--- src/hw/sai_pkg.sv ---
package sai_pkg;
  // Register offsets on the control port.
  localparam logic [7:0] ADDR_CONV = 8'h02;
  localparam logic [7:0] ADDR_VOL = 8'h03;
  localparam logic [7:0] ADDR_SPORT = 8'h04;
  // Reset values.
  localparam logic [7:0] RST_CONV = 8'h32;
  localparam logic [7:0] RST_VOL = 8'h40;
  localparam logic [7:0] RST_SPORT = 8'h11;
  // Converter control fields.
  localparam int CONV_HV_BIT = 7;
  localparam int CONV_MUTE_BIT = 6;
  localparam int CONV_HPF_BIT = 5;
  localparam int CONV_LPM_BIT = 4;
  localparam int CONV_RATE_LSB = 0;
  localparam int RATE_W = 3;
  localparam logic [2:0] RATE_MAX_CODE = 3'h5;
  // Serial port control fields.
  localparam int SPORT_INV_BIT = 7;
  localparam int SPORT_EDGE_BIT = 6;
  localparam int SPORT_SW_LSB = 3;
  localparam int SW_W = 3;
  localparam int SPORT_STYLE_BIT = 2;
  localparam int SPORT_FMT_BIT = 1;
  localparam int SPORT_MODE_BIT = 0;
  // Slot width codes and their bit clock counts.
  localparam logic [2:0] SW_16 = 3'h0;
  localparam logic [2:0] SW_24 = 3'h1;
  localparam logic [2:0] SW_32 = 3'h2;
  localparam logic [2:0] SW_48 = 3'h3;
  localparam logic [2:0] SW_64 = 3'h4;
  localparam logic [11:0] BITS_16 = 12'h010;
  localparam logic [11:0] BITS_24 = 12'h018;
  localparam logic [11:0] BITS_32 = 12'h020;
  localparam logic [11:0] BITS_48 = 12'h030;
  localparam logic [11:0] BITS_64 = 12'h040;
  // Volume codes, gain arithmetic and the default filter shift.
  localparam logic [7:0] VOL_MUTE = 8'hff;
  localparam int GAIN_BASE_SHIFT = 11;
  localparam int HPF_SHIFT_DEF = 10;
  // Idle detection.
  localparam logic [11:0] IDLE_ZERO_COUNT = 12'h800;
  // Timing.
  localparam int SYS_CLK_MHZ = 25;
  localparam int RAMP_STEP_NS = 1000;
  localparam int RAMP_STEP_CYCLES = (RAMP_STEP_NS * SYS_CLK_MHZ + 999) / 1000;
  // Serial port operating mode.
  typedef enum logic {PORT_STEREO, PORT_TDM} port_mode_t;
endpackage

--- src/hw/pin_sync.sv ---
`timescale 1ns/1ns
`default_nettype none
module pin_sync #(
  parameter int WIDTH = 3
) (
  input wire logic i_clk,
  input wire logic i_resetn,
  input wire logic [WIDTH-1:0] i_async,
  output logic [WIDTH-1:0] o_level
);
  logic [WIDTH-1:0] s1_reg;
  logic [WIDTH-1:0] s2_reg;
  logic [WIDTH-1:0] s3_reg;

  // Three stage chain; the first stage feeds only the second.
  always_ff @(posedge i_clk) begin
    if (!i_resetn) begin
      s1_reg <= '0;
      s2_reg <= '0;
      s3_reg <= '0;
    end else begin
      s1_reg <= i_async;
      s2_reg <= s1_reg;
      s3_reg <= s2_reg;
    end
  end

  // A change is accepted only once the second and third stages agree.
  // One process drives the whole output so no bit has a second writer.
  always_ff @(posedge i_clk) begin
    if (!i_resetn) begin
      o_level <= '0;
    end else begin
      for (int b = 0; b < WIDTH; b++) begin
        if (s2_reg[b] == s3_reg[b]) begin
          o_level[b] <= s3_reg[b];
        end
      end
    end
  end
endmodule
`default_nettype wire

--- src/hw/serial_audio_input_volume.sv ---
`timescale 1ns/1ns
`default_nettype none
module serial_audio_input_volume #(
  parameter int HPF_SHIFT = sai_pkg::HPF_SHIFT_DEF,
  parameter int RAMP_CYCLES = sai_pkg::RAMP_STEP_CYCLES
) (
  input wire logic I_SYS_CLK,
  input wire logic I_RESETN,
  input wire logic i_BCLK,
  input wire logic i_FRAME_SYNC,
  input wire logic i_SERIAL_AUDIO_INPUT,
  input wire logic [3:0] i_ADDR_SLOT,
  input wire logic i_SAMPLE_WIDTH_16,
  input wire logic i_PIN_SLOT_SELECT,
  input wire logic [3:0] i_SLOT_INDEX,
  input wire logic i_IDLE_POWERDOWN_ENABLE,
  input wire logic i_REG_WR,
  input wire logic [7:0] i_REG_ADDR,
  input wire logic [7:0] i_REG_WDATA,
  output logic [7:0] o_REG_RDATA,
  output logic [23:0] o_SAMPLE,
  output logic o_SAMPLE_VALID,
  output logic [7:0] o_GAIN_CODE,
  output logic o_MUTED,
  output logic o_HIGHPASS_ENABLE,
  output logic o_LOW_POWER_ENABLE,
  output logic [2:0] o_RATE_RANGE_SELECT,
  output logic o_RATE_RANGE_VALID,
  output logic o_IDLE_POWERDOWN
);
  logic [7:0] conv_reg;
  logic [7:0] vol_reg;
  logic [7:0] sport_reg;
  logic [2:0] pins;
  logic bclk_prev_reg;
  logic frame_sync_prev_reg;
  logic [11:0] pos_reg;
  logic [23:0] shift_reg;
  logic [23:0] rx_data_reg;
  logic rx_valid_reg;
  logic signed [23:0] hpf_x1_reg;
  logic signed [23:0] hpf_y1_reg;
  logic signed [23:0] hpf_out_reg;
  logic hpf_valid_reg;
  logic [7:0] cur_code_reg;
  logic [15:0] ramp_cnt_reg;
  logic [11:0] zero_cnt_reg;
  logic sample_edge;
  logic frame_start;
  logic start_level;
  logic [11:0] pos;
  logic [11:0] slot_base;
  logic [11:0] word_start;
  logic [11:0] word_len;
  logic in_word;
  logic word_last;
  logic [3:0] slot;
  logic signed [23:0] hpf_y;
  logic signed [23:0] gained;
  logic signed [23:0] final_val;
  sai_pkg::port_mode_t mode;

  // Bit clock count for a slot width code; reserved codes fall back to 32.
  function automatic logic [11:0] slot_bits(input logic [2:0] code);
    case (code)
      sai_pkg::SW_16: slot_bits = sai_pkg::BITS_16;
      sai_pkg::SW_24: slot_bits = sai_pkg::BITS_24;
      sai_pkg::SW_32: slot_bits = sai_pkg::BITS_32;
      sai_pkg::SW_48: slot_bits = sai_pkg::BITS_48;
      sai_pkg::SW_64: slot_bits = sai_pkg::BITS_64;
      default: slot_bits = sai_pkg::BITS_32;
    endcase
  endfunction

  // Fractional gain for the low four code bits, steps of 0.375 dB in Q15.
  function automatic logic [15:0] gain_mant(input logic [3:0] k);
    case (k)
      4'h0: gain_mant = 16'h8000;
      4'h1: gain_mant = 16'h7a98;
      4'h2: gain_mant = 16'h756a;
      4'h3: gain_mant = 16'h7074;
      4'h4: gain_mant = 16'h6bb4;
      4'h5: gain_mant = 16'h6727;
      4'h6: gain_mant = 16'h62cb;
      4'h7: gain_mant = 16'h5e9f;
      4'h8: gain_mant = 16'h5a9f;
      4'h9: gain_mant = 16'h56cb;
      4'ha: gain_mant = 16'h5320;
      4'hb: gain_mant = 16'h4f9d;
      4'hc: gain_mant = 16'h4c40;
      4'hd: gain_mant = 16'h4907;
      4'he: gain_mant = 16'h45f1;
      default: gain_mant = 16'h42fd;
    endcase
  endfunction

  // Clamp a wide signed value into the 24-bit sample range.
  function automatic logic [23:0] sat24(input logic signed [47:0] v);
    if (v > 48'sh0000_007f_ffff) begin
      sat24 = 24'h7fffff;
    end else if (v < -48'sh0000_0080_0000) begin
      sat24 = 24'h800000;
    end else begin
      sat24 = v[23:0];
    end
  endfunction

  pin_sync #(.WIDTH(3)) u_pin_sync (
    .i_clk(I_SYS_CLK),
    .i_resetn(I_RESETN),
    .i_async({i_BCLK, i_FRAME_SYNC, i_SERIAL_AUDIO_INPUT}),
    .o_level(pins)
  );

  // Register writes from the control port; all eight bits are stored.
  always_ff @(posedge I_SYS_CLK) begin
    if (!I_RESETN) begin
      conv_reg <= sai_pkg::RST_CONV;
      vol_reg <= sai_pkg::RST_VOL;
      sport_reg <= sai_pkg::RST_SPORT;
    end else if (i_REG_WR) begin
      if (i_REG_ADDR == sai_pkg::ADDR_CONV) conv_reg <= i_REG_WDATA;
      if (i_REG_ADDR == sai_pkg::ADDR_VOL) vol_reg <= i_REG_WDATA;
      if (i_REG_ADDR == sai_pkg::ADDR_SPORT) sport_reg <= i_REG_WDATA;
    end
  end

  // Registered read; unmapped offsets read zero.
  always_ff @(posedge I_SYS_CLK) begin
    if (!I_RESETN) begin
      o_REG_RDATA <= 8'h00;
    end else begin
      case (i_REG_ADDR)
        sai_pkg::ADDR_CONV: o_REG_RDATA <= conv_reg;
        sai_pkg::ADDR_VOL: o_REG_RDATA <= vol_reg;
        sai_pkg::ADDR_SPORT: o_REG_RDATA <= sport_reg;
        default: o_REG_RDATA <= 8'h00;
      endcase
    end
  end

  // Static converter controls straight from the register; the gain code comes from the ramped code.
  assign o_HIGHPASS_ENABLE = conv_reg[sai_pkg::CONV_HPF_BIT];
  assign o_LOW_POWER_ENABLE = conv_reg[sai_pkg::CONV_LPM_BIT];
  assign o_RATE_RANGE_SELECT = conv_reg[sai_pkg::CONV_RATE_LSB +: sai_pkg::RATE_W];
  assign o_RATE_RANGE_VALID = (o_RATE_RANGE_SELECT <= sai_pkg::RATE_MAX_CODE);
  assign o_GAIN_CODE = cur_code_reg;

  // Frame decoding and word position within the frame.
  always_comb begin
    mode = sport_reg[sai_pkg::SPORT_MODE_BIT] ? sai_pkg::PORT_TDM : sai_pkg::PORT_STEREO;
    sample_edge = sport_reg[sai_pkg::SPORT_EDGE_BIT] ? (bclk_prev_reg & ~pins[2])
                                                     : (~bclk_prev_reg & pins[2]);
    // Stereo: left channel level per style bit; TDM pulse or 50% both rise at frame start.
    start_level = (mode == sai_pkg::PORT_TDM) ? 1'b1 : sport_reg[sai_pkg::SPORT_STYLE_BIT];
    frame_start = (pins[1] != frame_sync_prev_reg) && (pins[1] == start_level);
    pos = frame_start ? 12'h000 : pos_reg;
    slot = i_PIN_SLOT_SELECT ? i_ADDR_SLOT : i_SLOT_INDEX;
    slot_base = (mode == sai_pkg::PORT_TDM) ?
                12'(slot * slot_bits(sport_reg[sai_pkg::SPORT_SW_LSB +: sai_pkg::SW_W])) :
                12'h000;
    word_start = slot_base + (sport_reg[sai_pkg::SPORT_FMT_BIT] ? 12'h000 : 12'h001);
    word_len = i_SAMPLE_WIDTH_16 ? sai_pkg::BITS_16 : sai_pkg::BITS_24;
    in_word = (pos >= word_start) && (pos < word_start + word_len);
    word_last = (pos == word_start + word_len - 12'h001);
  end

  // Serial receive on the selected bit clock edge.
  always_ff @(posedge I_SYS_CLK) begin
    if (!I_RESETN) begin
      bclk_prev_reg <= 1'b0;
      frame_sync_prev_reg <= 1'b0;
      pos_reg <= 12'hfff;
      shift_reg <= 24'h000000;
      rx_data_reg <= 24'h000000;
      rx_valid_reg <= 1'b0;
    end else begin
      bclk_prev_reg <= pins[2];
      rx_valid_reg <= 1'b0;
      if (sample_edge) begin
        frame_sync_prev_reg <= pins[1];
        pos_reg <= (pos == 12'hfff) ? pos : pos + 12'h001;
        if (in_word) shift_reg <= {shift_reg[22:0], pins[0]};
        if (word_last) begin
          rx_valid_reg <= 1'b1;
          rx_data_reg <= i_SAMPLE_WIDTH_16 ? {shift_reg[14:0], pins[0], 8'h00}
                                           : {shift_reg[22:0], pins[0]};
        end
      end
    end
  end

  // First-order DC blocker, bypassed when disabled.
  always_comb begin
    hpf_y = 24'(sat24(48'($signed(rx_data_reg)) - 48'(hpf_x1_reg) + 48'(hpf_y1_reg)
                      - 48'(hpf_y1_reg >>> HPF_SHIFT)));
  end

  always_ff @(posedge I_SYS_CLK) begin
    if (!I_RESETN) begin
      hpf_x1_reg <= 24'sh000000;
      hpf_y1_reg <= 24'sh000000;
      hpf_out_reg <= 24'sh000000;
      hpf_valid_reg <= 1'b0;
    end else begin
      hpf_valid_reg <= rx_valid_reg;
      if (rx_valid_reg) begin
        hpf_x1_reg <= $signed(rx_data_reg);
        hpf_y1_reg <= hpf_y;
        hpf_out_reg <= o_HIGHPASS_ENABLE ? hpf_y : $signed(rx_data_reg);
      end
    end
  end

  // Volume ramp: one code step per tick toward the written code; with the hard volume bit set the written code loads at once.
  always_ff @(posedge I_SYS_CLK) begin
    if (!I_RESETN) begin
      cur_code_reg <= sai_pkg::RST_VOL;
      ramp_cnt_reg <= 16'h0000;
    end else if (conv_reg[sai_pkg::CONV_HV_BIT]) begin
      cur_code_reg <= vol_reg;
      ramp_cnt_reg <= 16'h0000;
    end else if (ramp_cnt_reg == 16'(RAMP_CYCLES - 1)) begin
      ramp_cnt_reg <= 16'h0000;
      if (cur_code_reg < vol_reg) cur_code_reg <= cur_code_reg + 8'h01;
      else if (cur_code_reg > vol_reg) cur_code_reg <= cur_code_reg - 8'h01;
    end else begin
      ramp_cnt_reg <= ramp_cnt_reg + 16'h0001;
    end
  end

  // Gain: mantissa from low nibble, one halving per 6 dB of high nibble.
  always_comb begin
    gained = 24'(sat24(48'(($signed(hpf_out_reg) * $signed({1'b0, gain_mant(cur_code_reg[3:0])}))
                       >>> (sai_pkg::GAIN_BASE_SHIFT + int'(cur_code_reg[7:4])))));
    o_MUTED = (cur_code_reg == sai_pkg::VOL_MUTE) | conv_reg[sai_pkg::CONV_MUTE_BIT];
    final_val = sport_reg[sai_pkg::SPORT_INV_BIT] ?
                24'(sat24(-48'(gained))) : gained;
  end

  // Output sample register.
  always_ff @(posedge I_SYS_CLK) begin
    if (!I_RESETN) begin
      o_SAMPLE <= 24'h000000;
      o_SAMPLE_VALID <= 1'b0;
    end else begin
      o_SAMPLE_VALID <= hpf_valid_reg;
      if (hpf_valid_reg) o_SAMPLE <= o_MUTED ? 24'h000000 : final_val;
    end
  end

  // Idle detection on received samples.
  always_ff @(posedge I_SYS_CLK) begin
    if (!I_RESETN) begin
      zero_cnt_reg <= 12'h000;
      o_IDLE_POWERDOWN <= 1'b0;
    end else if (!i_IDLE_POWERDOWN_ENABLE) begin
      zero_cnt_reg <= 12'h000;
      o_IDLE_POWERDOWN <= 1'b0;
    end else if (rx_valid_reg) begin
      if (rx_data_reg != 24'h000000) begin
        zero_cnt_reg <= 12'h000;
        o_IDLE_POWERDOWN <= 1'b0;
      end else if (zero_cnt_reg != sai_pkg::IDLE_ZERO_COUNT) begin
        zero_cnt_reg <= zero_cnt_reg + 12'h001;
        if (zero_cnt_reg == sai_pkg::IDLE_ZERO_COUNT - 12'h001) o_IDLE_POWERDOWN <= 1'b1;
      end
    end
  end
endmodule
`default_nettype wire

--- config.mk ---
export PLATFORM = sky130hd
export DESIGN_NAME = serial_audio_input_volume
export DESIGN_NICKNAME = d
export VERILOG_FILES = /design/src/hw/sai_pkg.sv /design/src/hw/pin_sync.sv /design/src/hw/serial_audio_input_volume.sv
export SDC_FILE = /design/constraint.sdc
export NUM_CORES = 2
export LEC_CHECK = 0
export ABC_AREA = 1
export BUFFER_PORTS_ARGS = -buffer_cell sky130_fd_sc_hd__buf_2
export CAP_MARGIN = 20
export CORE_ASPECT_RATIO = 1.25
export CORE_MARGIN = 3
export CORE_UTILIZATION = 45
export CTS_CLUSTER_SIZE = 16
export DETAILED_ROUTE_END_ITERATION = 10
export PLACE_DENSITY_LB_ADDON = 0.12
export SLEW_MARGIN = 5
export SYNTH_ARGS = -nofsm -noshare
export SYNTH_HDL_FRONTEND = slang
export SYNTH_SLANG_ARGS = --single-unit
--- constraint.sdc ---
create_clock -name I_SYS_CLK -period 8.75 [get_ports I_SYS_CLK]
set_input_delay 1.75 -clock I_SYS_CLK [delete_from_list [all_inputs] [get_ports I_SYS_CLK]]
set_output_delay 1.75 -clock I_SYS_CLK [all_outputs]
set_load 0.02 [all_outputs]
==> run summary <==
CP Class -> reg2reg
Warnings from Yosys -> 0
DRT antenna net count -> 0
F_max -> 120 MHz
Vias in the first global route -> 30.4k
Vias/cell -> 5.05
Worst EP arrival -> 8.71 ns
Seq/Total Area, Yosys -> 15.1%
Max-slew violations -> 0
Worst-Margin Slew -> 1.14 ns
Mapped Area -> 34000 µm²
Max incr delay on CP -> 0.60 ns
Yosys top cell by area -> fa_1
Mapped Cells -> 4899
I/O Pins -> 82
Time the worst path needs with I/O delays and setup -> 8.31 ns
Slew headroom -> 23.4%
Pwr Density -> 74.1 nW/µm²
RD Place Congestion -> 0.911
Share of post-route cells with drive strength above 1 -> 11.1%
CTS Hold Buffers Added -> 0
Fin crit share -> 95.0%
TritonCTS Sinks -> 257
Sequential group share of total power -> 41.8%
Worst reg-to-reg path cell count -> 39
Die height -> 313 µm
Crit Reg-Reg Endpoint -> o_SAMPLE[8]
Post-DP HPWL -> 77900 µm
WP data required -> 9.15 ns
Die ar. -> 78900 µm²
Largest fanout on the critical path -> 7
Ys flop type -> dfxtp_1
Synthesized net count -> 5555
HP Class -> reg2reg
Drt first pass iters -> 6
Clk pin slew, worst setup/hold paths -> 0.06 ns
Count leader, synth -> nand2_1
Area growth syn-to-layout -> 11.3%
Logic pwr share -> 16.5%
Num CTS Buffers -> 26
Via count -> 30.2k
Hold Vio Cnt, Final -> 0
Cell internal pwr -> 2030 µW
Status -> completed
Antenna violations before repair -> 0
Clk pwr share -> 41.7%
Syn Area/Cell -> 6.94 µm²
GR Overflow Total -> 0
Switch share -> 27.7%
# setup viols final -> 0
# diodes -> 0
Root Driver -> clkbuf_16
Initial drt markers -> 1780
Async S/R FF share, synth -> 0%
Max IR drop VDD -> 0.161 mV
Pleak -> 0.0201 µW
Worst setup SP type -> register
Flip-flop and latch area -> 5200 µm²
Yosys top cell area share -> 25.3%
Most frequent CP cell -> fa_1
I/O Buffers -> 81
Reg2Reg Setup Slack -> 0.44 ns
Multi-input combinational cell area -> 24300 µm²
Max Root-Sink Buffers -> 3
Post-route DRC -> 0
Worst Skew -> 0.0227 ns
Max Cap Viol -> 0
Wire per inst -> 16.4 µm
Row count -> 112
Clock latency on the worst-skew pair -> 0.56 ns
Largest net degree at the start of global routing -> 93
Die Wd -> 252 µm
Gr usage total -> 24.8%
Hold Path Depth -> 2
FF+latch count, synth -> 257
Nets@finish -> 5639
Top post-synthesis cells by count -> 1265 x nand2_1, 1094 x inv_1, 430 x fa_1, 315 x nand3_1, 257 x dfxtp_1
# fillers -> 7627
H-Tree Depth -> 1
Crit path to -> o_SAMPLE[8]
Fin util -> 50.6%
Top cells by area, synth -> fa_1 25%, dfxtp_1 15%, nand2_1 14%, inv_1 12%, ha_1 7.1%
Total core area -> 74700 µm²
CTS tree -> built
WL final -> 97900 µm
Post-synth EDFFs -> 0
Critical path endpoint category -> register
Initial core utilization -> 45.5%
Global-route wire length before repair -> 158000 µm
Netlist cell types -> 65
P_sw -> 776 µW
CP max stage cell -> fa_2
Total power after layout -> 2800 µW
## power by group through the flow
stage          clock, µW  combinational [µW]  sequential (µW)
3_5_place_dp           0                 430             1200
6_report            1170                 462             1170
4_1_cts             1210                 448             1180
2_1_floorplan          0                 288             1200
5_1_grt             1250                 511             1170
3_3_place_gp           0                 432             1200
## worst min path at each step
stage,from,end,slack [ns]
3_5_place_dp,u_pin_sync.s1_reg[0],u_pin_sync.s2_reg[0],0.39
3_3_place_gp,u_pin_sync.s1_reg[0],u_pin_sync.s2_reg[0],0.39
5_1_grt,u_pin_sync.s1_reg[1],u_pin_sync.s2_reg[1],0.43
6_report,u_pin_sync.s1_reg[1],u_pin_sync.s2_reg[1],0.41
2_1_floorplan,u_pin_sync.s1_reg[0],u_pin_sync.s2_reg[0],0.39
4_1_cts,u_pin_sync.s1_reg[2],u_pin_sync.s2_reg[2],0.41
## metrics by stage
step	hold WS (ns)	cell area, µm²	worst slack (ns)	TNS, ns	cells
global placement	0.394	36100	-0.0468	-0.231	5908
CTS	0.414	37000	0.0654	0	5957
global route	0.430	37800	-0.0506	-0.324	5971
detailed placement	0.395	36100	0.000215	0	5908
finish	0.411	37800	0.438	0	5971
floorplan	0.390	34000	0.282	0	4899
## cell usage in the layout (no fill, tap or decap), types with 80 or more instances in the layout
cell type | Yosys | routed
nand2_1 | 1265 | 1240
inv_1 | 1094 | 1092
fa_1 | 430 | 428
nand3_1 | 315 | 291
dfxtp_1 | 257 | 231
o21ai_0 | 221 | 220
a21oi_1 | 227 | 216
nor2_1 | 228 | 213
ha_1 | 193 | 172
buf_4 | 5 | 170
buf_2 | 19 | 80
## per-layer routing
| metal | share of wire, % | wire, µm | vias to the layer above | global-route usage, % |
|---|---|---|---|---|
| met5 | 0 | 0 | - | 0 |
| li1 | - | - | 15100 | - |
| met4 | 3.4 | 3310 | 0 | 7.84 |
| met3 | 3.0 | 2970 | 167 | 1.59 |
| met1 | 43 | 41800 | 14400 | 31.0 |
| met2 | 51 | 49800 | 578 | 45.7 |
## logic make-up after synthesis
logic type / count (synthesis) / share of synthesized area (%)
DFF: 257 / 15.1
buffers and inverters: 1328 / 15.0
and+or+nand+nor: 1981 / 24.7
xor gates and xnor gates: 85 / 2.21
adders and majority gates: 623 / 32.4
muxes: 6 / 0.177
AOI/OAI and AO/OA: 619 / 10.4
## worst max-delay path: cells and delay by family, from the launching register on
kind / cells / cell delay (ns)
compound gates: 4 / 0.53
fa+ha+maj: 8 / 3.68
buf+inv: 7 / 0.91
flops: 1 / 0.43
simple gates: 20 / 2.61
## cell type report
type	count	area share, %
flip-flops and latches	257	13.8
clock inverters	14	0.420
well taps	969	3.21
inverters	1116	11.1
repair buffers	268	5.37
multi-input cells	3314	64.3
clock buffers	33	1.90
## repair_timing
action	in CTS	in global routing
pin swaps	1	35
endpoints found under the setup margin	14	24
buffers inserted	2	11
cloned	0	3
gates resized for setup	2	165
(Power assumes the default switching activity.)
